File: config.mk
export PLATFORM = sky130hd
export DESIGN_NAME = ipb_bank
export DESIGN_NICKNAME = d
export VERILOG_FILES = /design/src/design/ipb_pkg.sv /design/src/design/ipb_field.sv /design/src/design/ipb_readback.sv /design/src/design/ipb_bank.sv
export SDC_FILE = /design/constraint.sdc
export NUM_CORES = 1
export LEC_CHECK = 0
export CORE_MARGIN = 2
export CORE_UTILIZATION = 45
export CTS_CLUSTER_DIAMETER = 150
export DETAILED_ROUTE_END_ITERATION = 16
export DONT_BUFFER_PORTS = 1
export PLACE_DENSITY = 0.64
export SYNTH_ARGS = -nofsm -noshare
export SYNTH_HDL_FRONTEND = slang
export SYNTH_SLANG_ARGS = --single-unit
export TNS_END_PERCENT = 30
File: constraint.sdc
create_clock -name mclk -period 1.45 [get_ports mclk]
set_input_delay 0.29 -clock mclk [delete_from_list [all_inputs] [get_ports mclk]]
set_output_delay 0.29 -clock mclk [all_outputs]
set_load 0.02 [all_outputs]
File: src/design/ipb_pkg.sv
// package: register map, field layout and reset values of the priority bank
// assumes: a plain register port with a 4-bit word address and 16-bit data
package ipb_pkg;
   localparam int NUM_REGS = 5;
   localparam int NUM_SRC = 18;
   localparam int ADDR_W = 4;
   localparam int DATA_W = 16;
   localparam int PRIO_W = 3;

   // word addresses of the five priority registers
   localparam logic [3:0] REG_ADDR [NUM_REGS] = '{4'h3, 4'h4, 4'h5, 4'h6, 4'h7};

   // implemented bits per register, everything else reads zero
   localparam logic [15:0] REG_MASK [NUM_REGS] =
      '{16'h0777, 16'h7077, 16'h7777, 16'h7777, 16'h7777};

   // field codes: 000 off, 001 lowest, 111 highest, reset gives level four
   localparam logic [2:0] PRIO_OFF = 3'h0;
   localparam logic [2:0] PRIO_LOW = 3'h1;
   localparam logic [2:0] PRIO_TOP = 3'h7;
   localparam logic [2:0] PRIO_RESET = 3'h4;

   // source index order:
   // 0 dma ch1, 1 adc first, 2 uart first tx, 3 pin change, 4 i2c master,
   // 5 i2c slave, 6 capture 8, 7 capture 7, 8 adc second, 9 ext irq 1,
   // 10 timer 4, 11 compare 4, 12 compare 3, 13 dma ch2,
   // 14 uart second tx, 15 uart second rx, 16 ext irq 2, 17 timer 5
   localparam int FIELD_REG [NUM_SRC] =
      '{0, 0, 0, 1, 1, 1, 2, 2, 2, 2, 3, 3, 3, 3, 4, 4, 4, 4};
   localparam int FIELD_LSB [NUM_SRC] =
      '{8, 4, 0, 12, 4, 0, 12, 8, 4, 0, 12, 8, 4, 0, 12, 8, 4, 0};

   typedef struct packed {
      logic [ADDR_W-1:0] addr;
      logic [DATA_W-1:0] wdata;
      logic wr;
      logic rd;
   } ipb_bus_req_type;

   typedef logic [NUM_REGS-1:0][DATA_W-1:0] ipb_view_type;
endpackage

File: src/design/ipb_field.sv
// one 3-bit priority field with its enable decode
// assumes: write enable comes from same-clock address decode
`timescale 1ns/1ps
`default_nettype none
module ipb_field #(
   parameter logic [2:0] RESET_VALUE = ipb_pkg::PRIO_RESET
) (
   // clock and reset
   input wire logic mclk,
   input wire logic rst_n,
   // write side
   input wire logic wr_en,
   input wire logic [2:0] wdata,
   // field value
   output logic [2:0] level,
   output logic enabled
);
   logic [2:0] next_level;

   always_comb begin
      next_level = level;
      if (wr_en) begin
         next_level = wdata;
      end
   end

   always_ff @(posedge mclk or negedge rst_n) begin
      if (!rst_n) begin
         level <= RESET_VALUE;
      end else begin
         level <= next_level;
      end
   end

   // all-zero code switches the source off
   assign enabled = (level != ipb_pkg::PRIO_OFF);
endmodule
`default_nettype wire

File: src/design/ipb_readback.sv
// read path: one-cycle registered read data for the priority bank
// assumes: read strobe is one cycle and never meets a write
`timescale 1ns/1ps
`default_nettype none
module ipb_readback (
   // clock and reset
   input wire logic mclk,
   input wire logic rst_n,
   // request
   input wire logic rd,
   input wire logic [ipb_pkg::ADDR_W-1:0] addr,
   input wire ipb_pkg::ipb_view_type view,
   // answer
   output logic [ipb_pkg::DATA_W-1:0] rd_data
);
   logic [ipb_pkg::DATA_W-1:0] next_rd_data;

   // data stands only in the cycle after the strobe, zero otherwise
   always_comb begin
      next_rd_data = '0;
      if (rd) begin
         for (int r = 0; r < ipb_pkg::NUM_REGS; r++) begin
            if (addr == ipb_pkg::REG_ADDR[r]) begin
               next_rd_data = view[r] & ipb_pkg::REG_MASK[r];
            end
         end
      end
   end

   always_ff @(posedge mclk or negedge rst_n) begin
      if (!rst_n) begin
         rd_data <= '0;
      end else begin
         rd_data <= next_rd_data;
      end
   end
endmodule
`default_nettype wire

File: src/design/ipb_bank.sv
// top of the interrupt priority bank: five registers, eighteen fields
// assumes: bus and flags come from logic on mclk; arbitration sits outside
//
// How it works
// - field code 111 gives its source level seven, the highest
// - code 001 gives level one; 010 to 110 give levels two to six
// - code 000 disables the source; no request leaves regardless of flag
// - unimplemented bits read as zero and ignore writes
// - reset loads every field with 100, level four
// - fields are read and written by software, reads return last write
// - register 0: dma ch1 10-8, adc first 6-4, uart first tx 2-0
// - register 1: pin change 14-12, i2c master 6-4, i2c slave 2-0
// - register 2: capture 8 14-12, capture 7 10-8, adc second 6-4, ext 1 2-0
// - register 3: timer 4 14-12, compare 4 10-8, compare 3 6-4, dma ch2 2-0
// - register 4: uart second tx 14-12, rx 10-8, ext 2 6-4, timer 5 2-0
`timescale 1ns/1ps
`default_nettype none
module ipb_bank (
   // clock and reset
   input wire logic mclk,
   input wire logic rst_n,
   // register port
   input wire ipb_pkg::ipb_bus_req_type bus_req,
   output logic [ipb_pkg::DATA_W-1:0] rd_data,
   // per-source flags in, gated requests out
   input wire logic [ipb_pkg::NUM_SRC-1:0] src_flag,
   output logic [ipb_pkg::NUM_SRC-1:0] src_request,
   output logic [ipb_pkg::NUM_SRC-1:0] src_enabled,
   // register 0 levels
   output logic [2:0] dma_ch1_done_level,
   output logic [2:0] adc_first_done_level,
   output logic [2:0] uart_first_tx_level,
   // register 1 levels
   output logic [2:0] pin_change_level,
   output logic [2:0] i2c_first_master_level,
   output logic [2:0] i2c_first_slave_level,
   // register 2 levels
   output logic [2:0] capture_eight_level,
   output logic [2:0] capture_seven_level,
   output logic [2:0] adc_second_done_level,
   output logic [2:0] ext_irq_one_level,
   // register 3 levels
   output logic [2:0] timer_four_level,
   output logic [2:0] compare_four_level,
   output logic [2:0] compare_three_level,
   output logic [2:0] dma_ch2_done_level,
   // register 4 levels
   output logic [2:0] uart_second_tx_level,
   output logic [2:0] uart_second_rx_level,
   output logic [2:0] ext_irq_two_level,
   output logic [2:0] timer_five_level
);
   logic [2:0] level_q [ipb_pkg::NUM_SRC];
   logic [ipb_pkg::NUM_SRC-1:0] field_wr;
   ipb_pkg::ipb_view_type view;
   logic [ipb_pkg::NUM_SRC-1:0] next_request;

   // one field per source; a write lands only in the slice it owns, so
   // bits outside every field are simply never stored
   for (genvar i = 0; i < ipb_pkg::NUM_SRC; i++) begin : g_field
      assign field_wr[i] = bus_req.wr &&
         (bus_req.addr == ipb_pkg::REG_ADDR[ipb_pkg::FIELD_REG[i]]);
      ipb_field #(
         .RESET_VALUE(ipb_pkg::PRIO_RESET)
      ) u_field (
         .mclk(mclk),
         .rst_n(rst_n),
         .wr_en(field_wr[i]),
         .wdata(bus_req.wdata[ipb_pkg::FIELD_LSB[i] +: 3]),
         .level(level_q[i]),
         .enabled(src_enabled[i])
      );
   end

   // register images built from the fields; holes stay zero
   always_comb begin
      view = '0;
      for (int i = 0; i < ipb_pkg::NUM_SRC; i++) begin
         view[ipb_pkg::FIELD_REG[i]][ipb_pkg::FIELD_LSB[i] +: 3] = level_q[i];
      end
   end

   ipb_readback u_readback (
      .mclk(mclk),
      .rst_n(rst_n),
      .rd(bus_req.rd),
      .addr(bus_req.addr),
      .view(view),
      .rd_data(rd_data)
   );

   // a disabled source is masked here, so its flag never reaches arbitration
   always_comb begin
      next_request = src_flag & src_enabled;
   end

   always_ff @(posedge mclk or negedge rst_n) begin
      if (!rst_n) begin
         src_request <= '0;
      end else begin
         src_request <= next_request;
      end
   end

   // levels pass straight from the field flops, no extra delay
   assign dma_ch1_done_level = level_q[0];
   assign adc_first_done_level = level_q[1];
   assign uart_first_tx_level = level_q[2];
   assign pin_change_level = level_q[3];
   assign i2c_first_master_level = level_q[4];
   assign i2c_first_slave_level = level_q[5];
   assign capture_eight_level = level_q[6];
   assign capture_seven_level = level_q[7];
   assign adc_second_done_level = level_q[8];
   assign ext_irq_one_level = level_q[9];
   assign timer_four_level = level_q[10];
   assign compare_four_level = level_q[11];
   assign compare_three_level = level_q[12];
   assign dma_ch2_done_level = level_q[13];
   assign uart_second_tx_level = level_q[14];
   assign uart_second_rx_level = level_q[15];
   assign ext_irq_two_level = level_q[16];
   assign timer_five_level = level_q[17];

   // checks
   logic [53:0] all_levels;
   logic addr_hit;

   always_comb begin
      all_levels = '0;
      addr_hit = 1'b0;
      for (int i = 0; i < ipb_pkg::NUM_SRC; i++) begin
         all_levels[i*3 +: 3] = level_q[i];
      end
      for (int r = 0; r < ipb_pkg::NUM_REGS; r++) begin
         if (bus_req.addr == ipb_pkg::REG_ADDR[r]) begin
            addr_hit = 1'b1;
         end
      end
   end

   for (genvar i = 0; i < ipb_pkg::NUM_SRC; i++) begin : g_chk

   end
endmodule
`default_nettype wire

==> impl_metrics.toml, run 1 <==
[timing]
fin_crit_sh_pct = 103
hold_slack_ns = -0.379
setup_viol_count_final = 17
period_needed_ns = 1.50
fin_setup_tns_ns = -0.377
final_hold_viol_count = 84
rsz0062_at_grt = "true"
fin_ws_ns = -0.0504
max_freq_mhz = 667
finClkSkew_ns = 0.0110
finalMaxSlewViolations = 0

[layout]
drive_gt1_share_pct = 50.9
area_growth_pct = 16.3
antenna_cells = 0
nNetsFinal = 363

[setup_path]
critPathKind = "register to primary output"
crit_path_max_fanout = 4
endpoint_kind = "primary output"
critPathSlowestCell = "dfstp_2"
crit_path_cell_trace = "or3_4"
crit_required_ns = 1.16
cp_num_buf_inv = 0
crit_arrival_ns = 1.21
crit_family = "flip-flops"
slowest_delay_ns = 0.43
critPathLaunchType = "register"

[floorplanning]
start_util_pct = 46.4
chipWidth_um = 96
die_height_um = 96
dieArea_um2 = 9220
fp.coreArea_um2 = 8220
ios = 148
rows = 33

[pwr]
p_per_area_nw_per_um2 = 1650
power_w = 0.00731
peakVddDrop_mv = 0.784
leakage_nw = 1.94

[synthesis]
netlist_instances = 290
synth_seq_cells = 84
synth_ff_type = "dfrtp_1"
yosysMostFrequentCell = "dfrtp_1"
synth_top_area_cell = "dfrtp_1"
yosys_warnings = 0
synth_top_area_share_pct = 43.4
syn-cell-area_um2 = 3810
synthTopCellsByArea = "dfrtp_1 43%, mux2_2 17%, dfstp_2 12%"
ys_seq_area_share_pct = 55.8
async_flop_share_pct = 100
synth_edf_count = 0
synth_common_cells = "66 x dfrtp_1, 58 x mux2_2, 28 x buf_4"
yosys.cell_types.count = 37
avgSynthCellArea_um2 = 13.1

[routing]
dr.pass1.iters = 4
drc_errors = 0
vias = 2437
routedWlPerCell_um = 20.9
routed_wirelength_mm = 9.01
ant_nets = 0
viasPerCell = 5.65
drt_iter0_markers = 63

[clock_network]
cts_sinks = 84
clk_pin_slew_ns = 0.09
htree_num_levels = 3
cts_max_path_buffers = 2
cts_root_buffer = "clkbuf_8"
cts_buffers = 9
insertion_delay_ns = 0.35
cts_tree = "yes"

[place]
io_buffers = 0
gp_congestion = 0.825
dp_hpwl_mm = 6.42

[outcome]
violations = "negative hold slack, negative setup slack"
status = "finished with violations"

[min_path]
min_path_type = "primary input to async pin"

[global_route]
grt_pass1_wl_mm = 13.6
grt_overflow = 0
antenna_found_initial = 0
grt_max_degree = 85
grt_pass1_vias = 2463
grt_usage_pct = 20.1

[flow_run]
cap_viol_max_count = 0
layout by cell type (no fill, tap or decap), drive strengths merged:
cell / netlist / routed
or3b: 1 / 1
buf: 33 / 51
inv: 1 / 1
nand4b: 1 / 1
a21oi: 1 / 1
nor2b: 10 / 10
o21ai: 10 / 10
a32oi: 3 / 3
nor3: 1 / 1
and4bb: 1 / 1
nand3b: 2 / 2
a221oi: 5 / 5
nand2: 7 / 7
mux2i: 7 / 7
conb: 1 / 4
and3b: 2 / 2
nand4: 1 / 1
nand2b: 3 / 3
clkinvlp: 0 / 1
a21o: 3 / 3
nor3b: 1 / 1
or3: 18 / 18
dfrtp: 66 / 66
o22ai: 4 / 4
dfstp: 18 / 18
clkinv: 0 / 1
a2111oi: 1 / 1
a22o: 1 / 1
bufinv: 0 / 2
nor2: 2 / 2
clkbuf: 1 / 12
and2: 18 / 18
a211oi: 9 / 9
mux2: 58 / 58
power by group:
| part | internal (W) | switching (W) | leakage [nW] |
|---|---|---|---|
| Combinational | 0.000948 | 0.000999 | 0.821 |
| Clock | 0.00102 | 0.000825 | 0.107 |
| Sequential | 0.00289 | 0.000624 | 1.02 |
| Total | 0.00486 | 0.00245 | 1.94 |
routing by layer:
metal	vias to the layer above	GRT usage, %	wire (um)
li1	1083	-	-
met1	1243	26.4	3890
met2	101	31.5	4410
met3	10	5.40	571
met4	0	7.86	132
met5	-	0	0
stage by stage:
stage	setup slack [ns]	area, um2	instances	hold slack (ns)	utilization (%)
global route	-0.0898	4430	431	-0.400	53.9
detailed placement	0.0897	4080	410	-0.00352	49.6
floorplan	-0.0170	3820	293	-0.00559	-
finish	-0.0504	4430	431	-0.379	53.9
global placement	0.128	4080	410	-0.00359	49.6
CTS	-0.0693	4390	427	-0.391	53.4
cell families after synthesis:
group	count (synthesis)	share of synthesized area [%]
buffers and inverters	35	6.54
AND/OR/NAND/NOR	68	11.8
AO/OA/AOI/OAI	37	6.80
other	1	0.0985
flip-flops	84	55.8
multiplexers	65	19.0
final cells by class:
type                       count  area, um2
fill                         710       3790
sequential                    84       2130
multi-input combinational    174       1540
timing repair buffer          51        408
clock buffer                  12        145
tap                          105        131
clock inverter                 4       72.6
inverter                       1       3.75
state kept, by name, summed over array words and instances, names as in the netlist:
signal / cells
src_request: 18
g_field.u_field.level: 54
u_readback.rd_data: 12
final timing paths:
kind	slack (ns)	cells past startpoint	endpoint	startpoint
min in group mclk	0.03	1	u_readback.rd_data[1]	bus_req[20]
worst max register to register	0.14	3	u_readback.rd_data[6]	g_field[8].u_field.level[2]
worst max-delay path	-0.05	1	src_enabled[6]	g_field[6].u_field.level[2]
worst min-delay path	-0.38	0	g_field[2].u_field.level[0]	rst_n
max in group asynchronous	1.59	0	g_field[0].u_field.level[2]	rst_n
worst min register to register	0.60	1	g_field[12].u_field.level[0]	g_field[12].u_field.level[0]
timing repair:
item,CTS,global route
resized for setup,18,2
setup endpoints to repair,18,19
endpoints found under the hold margin,84,84
pin swaps,12,4
buffers inserted,1,4
Note: power is estimated with default switching activity, not from simulation.
==> run 2, diff against run 1 <==
- ABC_AREA: not set -> 1
- CORE_MARGIN: 2 -> 1.5
==> run 2 against run 1 <==
The run still ends with negative hold slack, negative setup slack left. Critical path depth is 1 higher. Utilization is 1.1 points lower. Routed wire length is 4.6% higher. Non-clock buffer count is 30 lower. Critical path type unchanged. Largest power group unchanged.
==> impl_metrics.toml, run 2 <==
[outcome]
status = "finished with violations"
violations = "negative hold slack, negative setup slack"

[clock_network]
insertion_delay_ns = 0.35
cts_buffers = 9
cts_root_buffer = "clkbuf_8"
cts_sinks = 84
clk_pin_slew_ns = 0.08
htree_num_levels = 3
cts_tree = "yes"
cts_max_path_buffers = 2

[routing]
dr.pass1.iters = 4
routedWlPerCell_um = 17.3
routed_wirelength_mm = 9.42
vias = 2859
ant_nets = 0
viasPerCell = 5.27
drt_iter0_markers = 112
drc_errors = 0

[place]
gp_congestion = 0.836
dp_hpwl_mm = 6.84
placed_cell_area_um2 = 3910
io_buffers = 0

[synthesis]
yosys_warnings = 0
yosys.cell_types.count = 28
synth_common_cells = "86 x nand2_1, 66 x dfrtp_1, 50 x inv_1"
syn-cell-area_um2 = 3860
synth_seq_cells = 84
avgSynthCellArea_um2 = 8.99
yosysMostFrequentCell = "nand2_1"
ys_seq_area_share_pct = 55.0
synth_ff_type = "dfrtp_1"
async_flop_share_pct = 100
synth_edf_count = 0
synth_top_area_share_pct = 42.7
netlist_instances = 430
synth_top_area_cell = "dfrtp_1"
synthTopCellsByArea = "dfrtp_1 43%, dfstp_2 12%, nand2_1 8.4%"

[setup_path]
critPathLaunchType = "register"
critPathKind = "register to primary output"
worstRegToRegCells = 5
endpoint_kind = "primary output"
crit_path_max_fanout = 4
regToRegStartpoint = "g_field[3].u_field.level[2]"
critPathSlowestCell = "dfstp_2"
crit_arrival_ns = 1.19
crit_required_ns = 1.16
r2r-end = "u_readback.rd_data[14]"
slowest_delay_ns = 0.67
crit_path_cell_trace = "nor2_4 > nand2_4"
r2r_setup_slack_ns = 0.25

[layout]
fill_cells = 755
regMostFlops = "g_field.u_field.level"
layout_commonest_cell = "nand2_1"
nNetsFinal = 474
area_growth_pct = 12.7
multi_input_area_um2 = 1490
layout_common_cells = "83 x nand2_1, 64 x dfrtp_1, 40 x inv_1"
largest_reg_flops = 54
seq_area_um2 = 2130
drive_gt1_share_pct = 25.4
top_regs = "g_field.u_field.level: 54 flops, src_request: 18 flops, u_readback.rd_data: 12 flops"
stdcell_area_um2 = 4360

[global_route]
grt_overflow = 0
antenna_found_initial = 1
grt_usage_pct = 21.5
grt_pass1_vias = 2713
grt_pass1_wl_mm = 14.3
grt_max_degree = 85

[pwr]
power_w = 0.00720
p_per_area_nw_per_um2 = 1650
peakVddDrop_mv = 0.583
leakage_nw = 2.08

[timing]
fin_ws_ns = -0.0275
period_needed_ns = 1.48
final_hold_viol_count = 84
rsz0062_at_grt = "true"
finClkSkew_ns = 0.00824
fin_crit_sh_pct = 102
max_freq_mhz = 677
finalMaxSlewViolations = 0
setup_viol_count_final = 11
hold_slack_ns = -0.369

[flow_run]
cap_viol_max_count = 0

[floorplanning]
dieArea_um2 = 9150
die_height_um = 95.7
ios = 148
fp.coreArea_um2 = 8260
start_util_pct = 46.8
rows = 33
chipWidth_um = 95.7

[min_path]
min_path_type = "primary input to async pin"
## run 2: changes by cell type after synthesis, sizes merged, moves of 5 or more
cell    delta
o21ai     +55
nand3     +42
a221oi     -5
mux2      -58
or3       -13
inv       +51
nor2b     -10
nand2     +85
nor2      +30
mux2i      -7
a211oi     -9
## run 2: report_power, final
group	internal [W]	switching [W]	total, W
Clock	0.00120	0.000839	0.00204
Combinational	0.000549	0.00100	0.00155
Sequential	0.00284	0.000782	0.00362
## run 2: worst max path at each step
stage / startpoint / to / slack [ns] / depth (start not counted)
detailed placement: bus_req[20] / g_field[11].u_field.level[1] / 0.14 / 7
CTS: g_field[4].u_field.level[2] / src_enabled[4] / -0.08 / 2
global route: g_field[4].u_field.level[2] / src_enabled[4] / -0.08 / 2
floorplan: g_field[2].u_field.level[0] / src_enabled[2] / 0.15 / 2
global placement: bus_req[20] / g_field[11].u_field.level[0] / 0.18 / 7
finish: g_field[4].u_field.level[2] / src_enabled[4] / -0.03 / 2
## run 2: kinds of logic after synthesis
| group | synth area share [%] |
|---|---|
| AO/OA/AOI/OAI | 10.4 |
| AND/OR/NAND/NOR | 23.0 |
| other | 0.0971 |
| flip-flops | 55.0 |
| buffers and inverters | 11.5 |
## run 2: repair_timing
item,in CTS,in global routing
setup buffers,1,0
hold endpoints to repair,84,84
setup endpoints to repair,18,18
pin swaps,8,4
resized for setup,39,8
## run 2: area by class of cell
type                            instances  area share (%)
Antenna cell                            1          0.0575
Clock buffer                           12            3.33
Clock inverter                          4            2.27
Inverter                               53            4.65
Multi-Input combinational cell        263            34.2
Sequential cell                        84            48.8
Tap cell                              105            3.02
Timing Repair Buffer                   21            3.62
## run 2: critical path: cells and delay by family (launching register included)
family           cells  cell delay, ns
and+or+nand+nor      2            0.17
DFF                  1            0.67
## run 2: metrics by stage
stage | hold slack (ns) | TNS, ns | instances | worst slack [ns] | utilization (%)
2_1_floorplan | -0.00559 | 0 | 433 | 0.154 | -
3_3_place_gp | -0.00365 | 0 | 525 | 0.178 | 47.4
3_5_place_dp | -0.00373 | 0 | 525 | 0.143 | 47.4
4_1_cts | -0.399 | -0.436 | 542 | -0.0810 | 52.4
5_1_grt | -0.405 | -0.840 | 543 | -0.0809 | 52.7
6_report | -0.369 | -0.112 | 543 | -0.0275 | 52.7
## run 2: layer usage
layer | share of wire (%) | track usage [%] | up-vias
li1 | - | - | 1348
met1 | 43 | 28.9 | 1381
met2 | 47 | 32.5 | 120
met3 | 8.7 | 6.30 | 10
met4 | 1.6 | 8.33 | 0
met5 | 0 | 0 | -
==> run 3, diff against run 2 <==
- GPL_TIMING_DRIVEN: not set -> 0
- RECOVER_POWER: not set -> 25
==> run 3 against run 2 <==
The run still ends with negative hold slack, negative setup slack left. Utilization rose by 0.48 points. Critical path depth unchanged. Maximum frequency shrank 11%. Combinational power is 5% lower. Register-to-register slack improved by 0.04 ns. Largest power group unchanged. Highest routed layer unchanged.
==> impl_metrics.toml, run 3 (synthesized netlist as in run 2, its figures left out) <==
[timing]
fin_ws_ns = -0.211
period_needed_ns = 1.66
finClkSkew_ns = 0.0121
slew_headroom_pct = 66.0
finalMaxSlewViolations = 0
final_hold_viol_count = 84
hold_slack_ns = -0.377
setup_viol_count_final = 18
tightest_slew_ns = 0.510
rsz0062_at_grt = "true"
fin_crit_sh_pct = 115
max_freq_mhz = 602
fin_setup_tns_ns = -2.01

[setup_path]
critPathLaunchType = "register"
endpoint_kind = "primary output"
crit_arrival_ns = 1.37
crit_path_max_fanout = 4
crit_family = "flip-flops"
slowest_delay_ns = 0.48
crit_required_ns = 1.16
crit_path_cell_trace = "or3_4 > buf_6"
critPathSlowestCell = "dfrtp_2"
cp_num_buf_inv = 1
critPathKind = "register to primary output"

[routing]
dr.pass1.iters = 4
drc_errors = 0
routed_wirelength_mm = 9.74
ant_nets = 0
vias = 2878
viasPerCell = 5.20
drt_iter0_markers = 110
routedWlPerCell_um = 17.6

[min_path]
min_path_type = "primary input to async pin"

[place]
io_buffers = 0
dp_hpwl_mm = 7.25
gp_congestion = 0.913
dp_cells = 538

[clock_network]
post-cts-setup-buffers = 0
cts_max_path_buffers = 2
htree_num_levels = 3
cts_sinks = 84
clk_pin_slew_ns = 0.09
cts_buffers = 9
cts_tree = "yes"
insertion_delay_ns = 0.36
cts_root_buffer = "clkbuf_8"

[floorplanning]
rows = 33
die_height_um = 95.7
start_util_pct = 46.8
chipWidth_um = 95.7
dieArea_um2 = 9150
ios = 148
fp.coreArea_um2 = 8260

[global_route]
antenna_found_initial = 0
grt_max_degree = 85
grt_pass1_vias = 2765
grt_pass1_wl_mm = 14.9
grt_overflow = 0
grt_usage_pct = 22.3

[pwr]
peakVddDrop_mv = 0.668
leakage_nw = 2.11
p_per_area_nw_per_um2 = 1610
power_w = 0.00706

[layout]
drive_gt1_share_pct = 28.1
largest_reg_flops = 54
area_growth_pct = 13.8
regMostFlops = "g_field.u_field.level"
top_regs = "g_field.u_field.level: 54 flops, src_request: 18 flops, u_readback.rd_data: 12 flops"
fill_cells = 782
seq_area_um2 = 2140
layout_common_cells = "85 x nand2_1, 57 x dfrtp_1, 40 x inv_1"
fin_cells = 553
multi_input_area_um2 = 1410
antenna_cells = 0
nNetsFinal = 486
layout_commonest_cell = "nand2_1"

[outcome]
status = "finished with violations"
violations = "negative hold slack, negative setup slack"

[flow_run]
cap_viol_max_count = 0
-- run 3: report_power, final --
group          total, W  internal, W  switching [W]
combinational   0.00148     0.000671       0.000805
clock           0.00178     0.000956       0.000823
sequential      0.00380      0.00285       0.000956
-- run 3: final cells by class --
cell class	instances	share of cell area, %
buffer	33	7.06
clock buffer	10	2.90
clock inverter	5	1.76
inverter	53	4.61
multi-input combinational	263	32.1
sequential	84	48.6
tap	105	2.99
-- run 3: layer usage --
metal,GRT usage (%),vias up,wire (um)
met4,9.44,0,223
met2,33.9,119,4520
met3,6.94,16,916
met1,29.4,1372,4080
met5,0,-,0
li1,-,1371,-
-- run 3: repair_timing --
item,CTS,global route
endpoints found under the hold margin,84,84
pin swaps,10,5
endpoints found under the setup margin,18,18
gates resized for setup,44,15
-- run 3: path summary, 6_finish.rpt --
kind	endpoint	slack [ns]	cells past startpoint	from
hold reg to reg	g_field[11].u_field.level[2]	0.55	2	g_field[11].u_field.level[2]
setup / recovery	src_enabled[1]	-0.21	2	g_field[1].u_field.level[0]
min in group mclk	u_readback.rd_data[1]	0.05	2	bus_req[0]
setup reg to reg	u_readback.rd_data[2]	0.29	4	g_field[2].u_field.level[2]
max in group asynchronous	g_field[12].u_field.level[2]	1.60	0	rst_n
hold / removal	g_field[13].u_field.level[0]	-0.38	0	rst_n
-- run 3: per-stage QoR --
step,util [%],worst slack [ns],cell area [um2]
after global placement,48.5,-0.0813,4010
after floorplan,-,0.154,3870
after detailed placement,48.5,-0.0873,4010
final,53.2,-0.211,4400
after global routing,53.2,-0.236,4400
after CTS,52.7,-0.218,4350
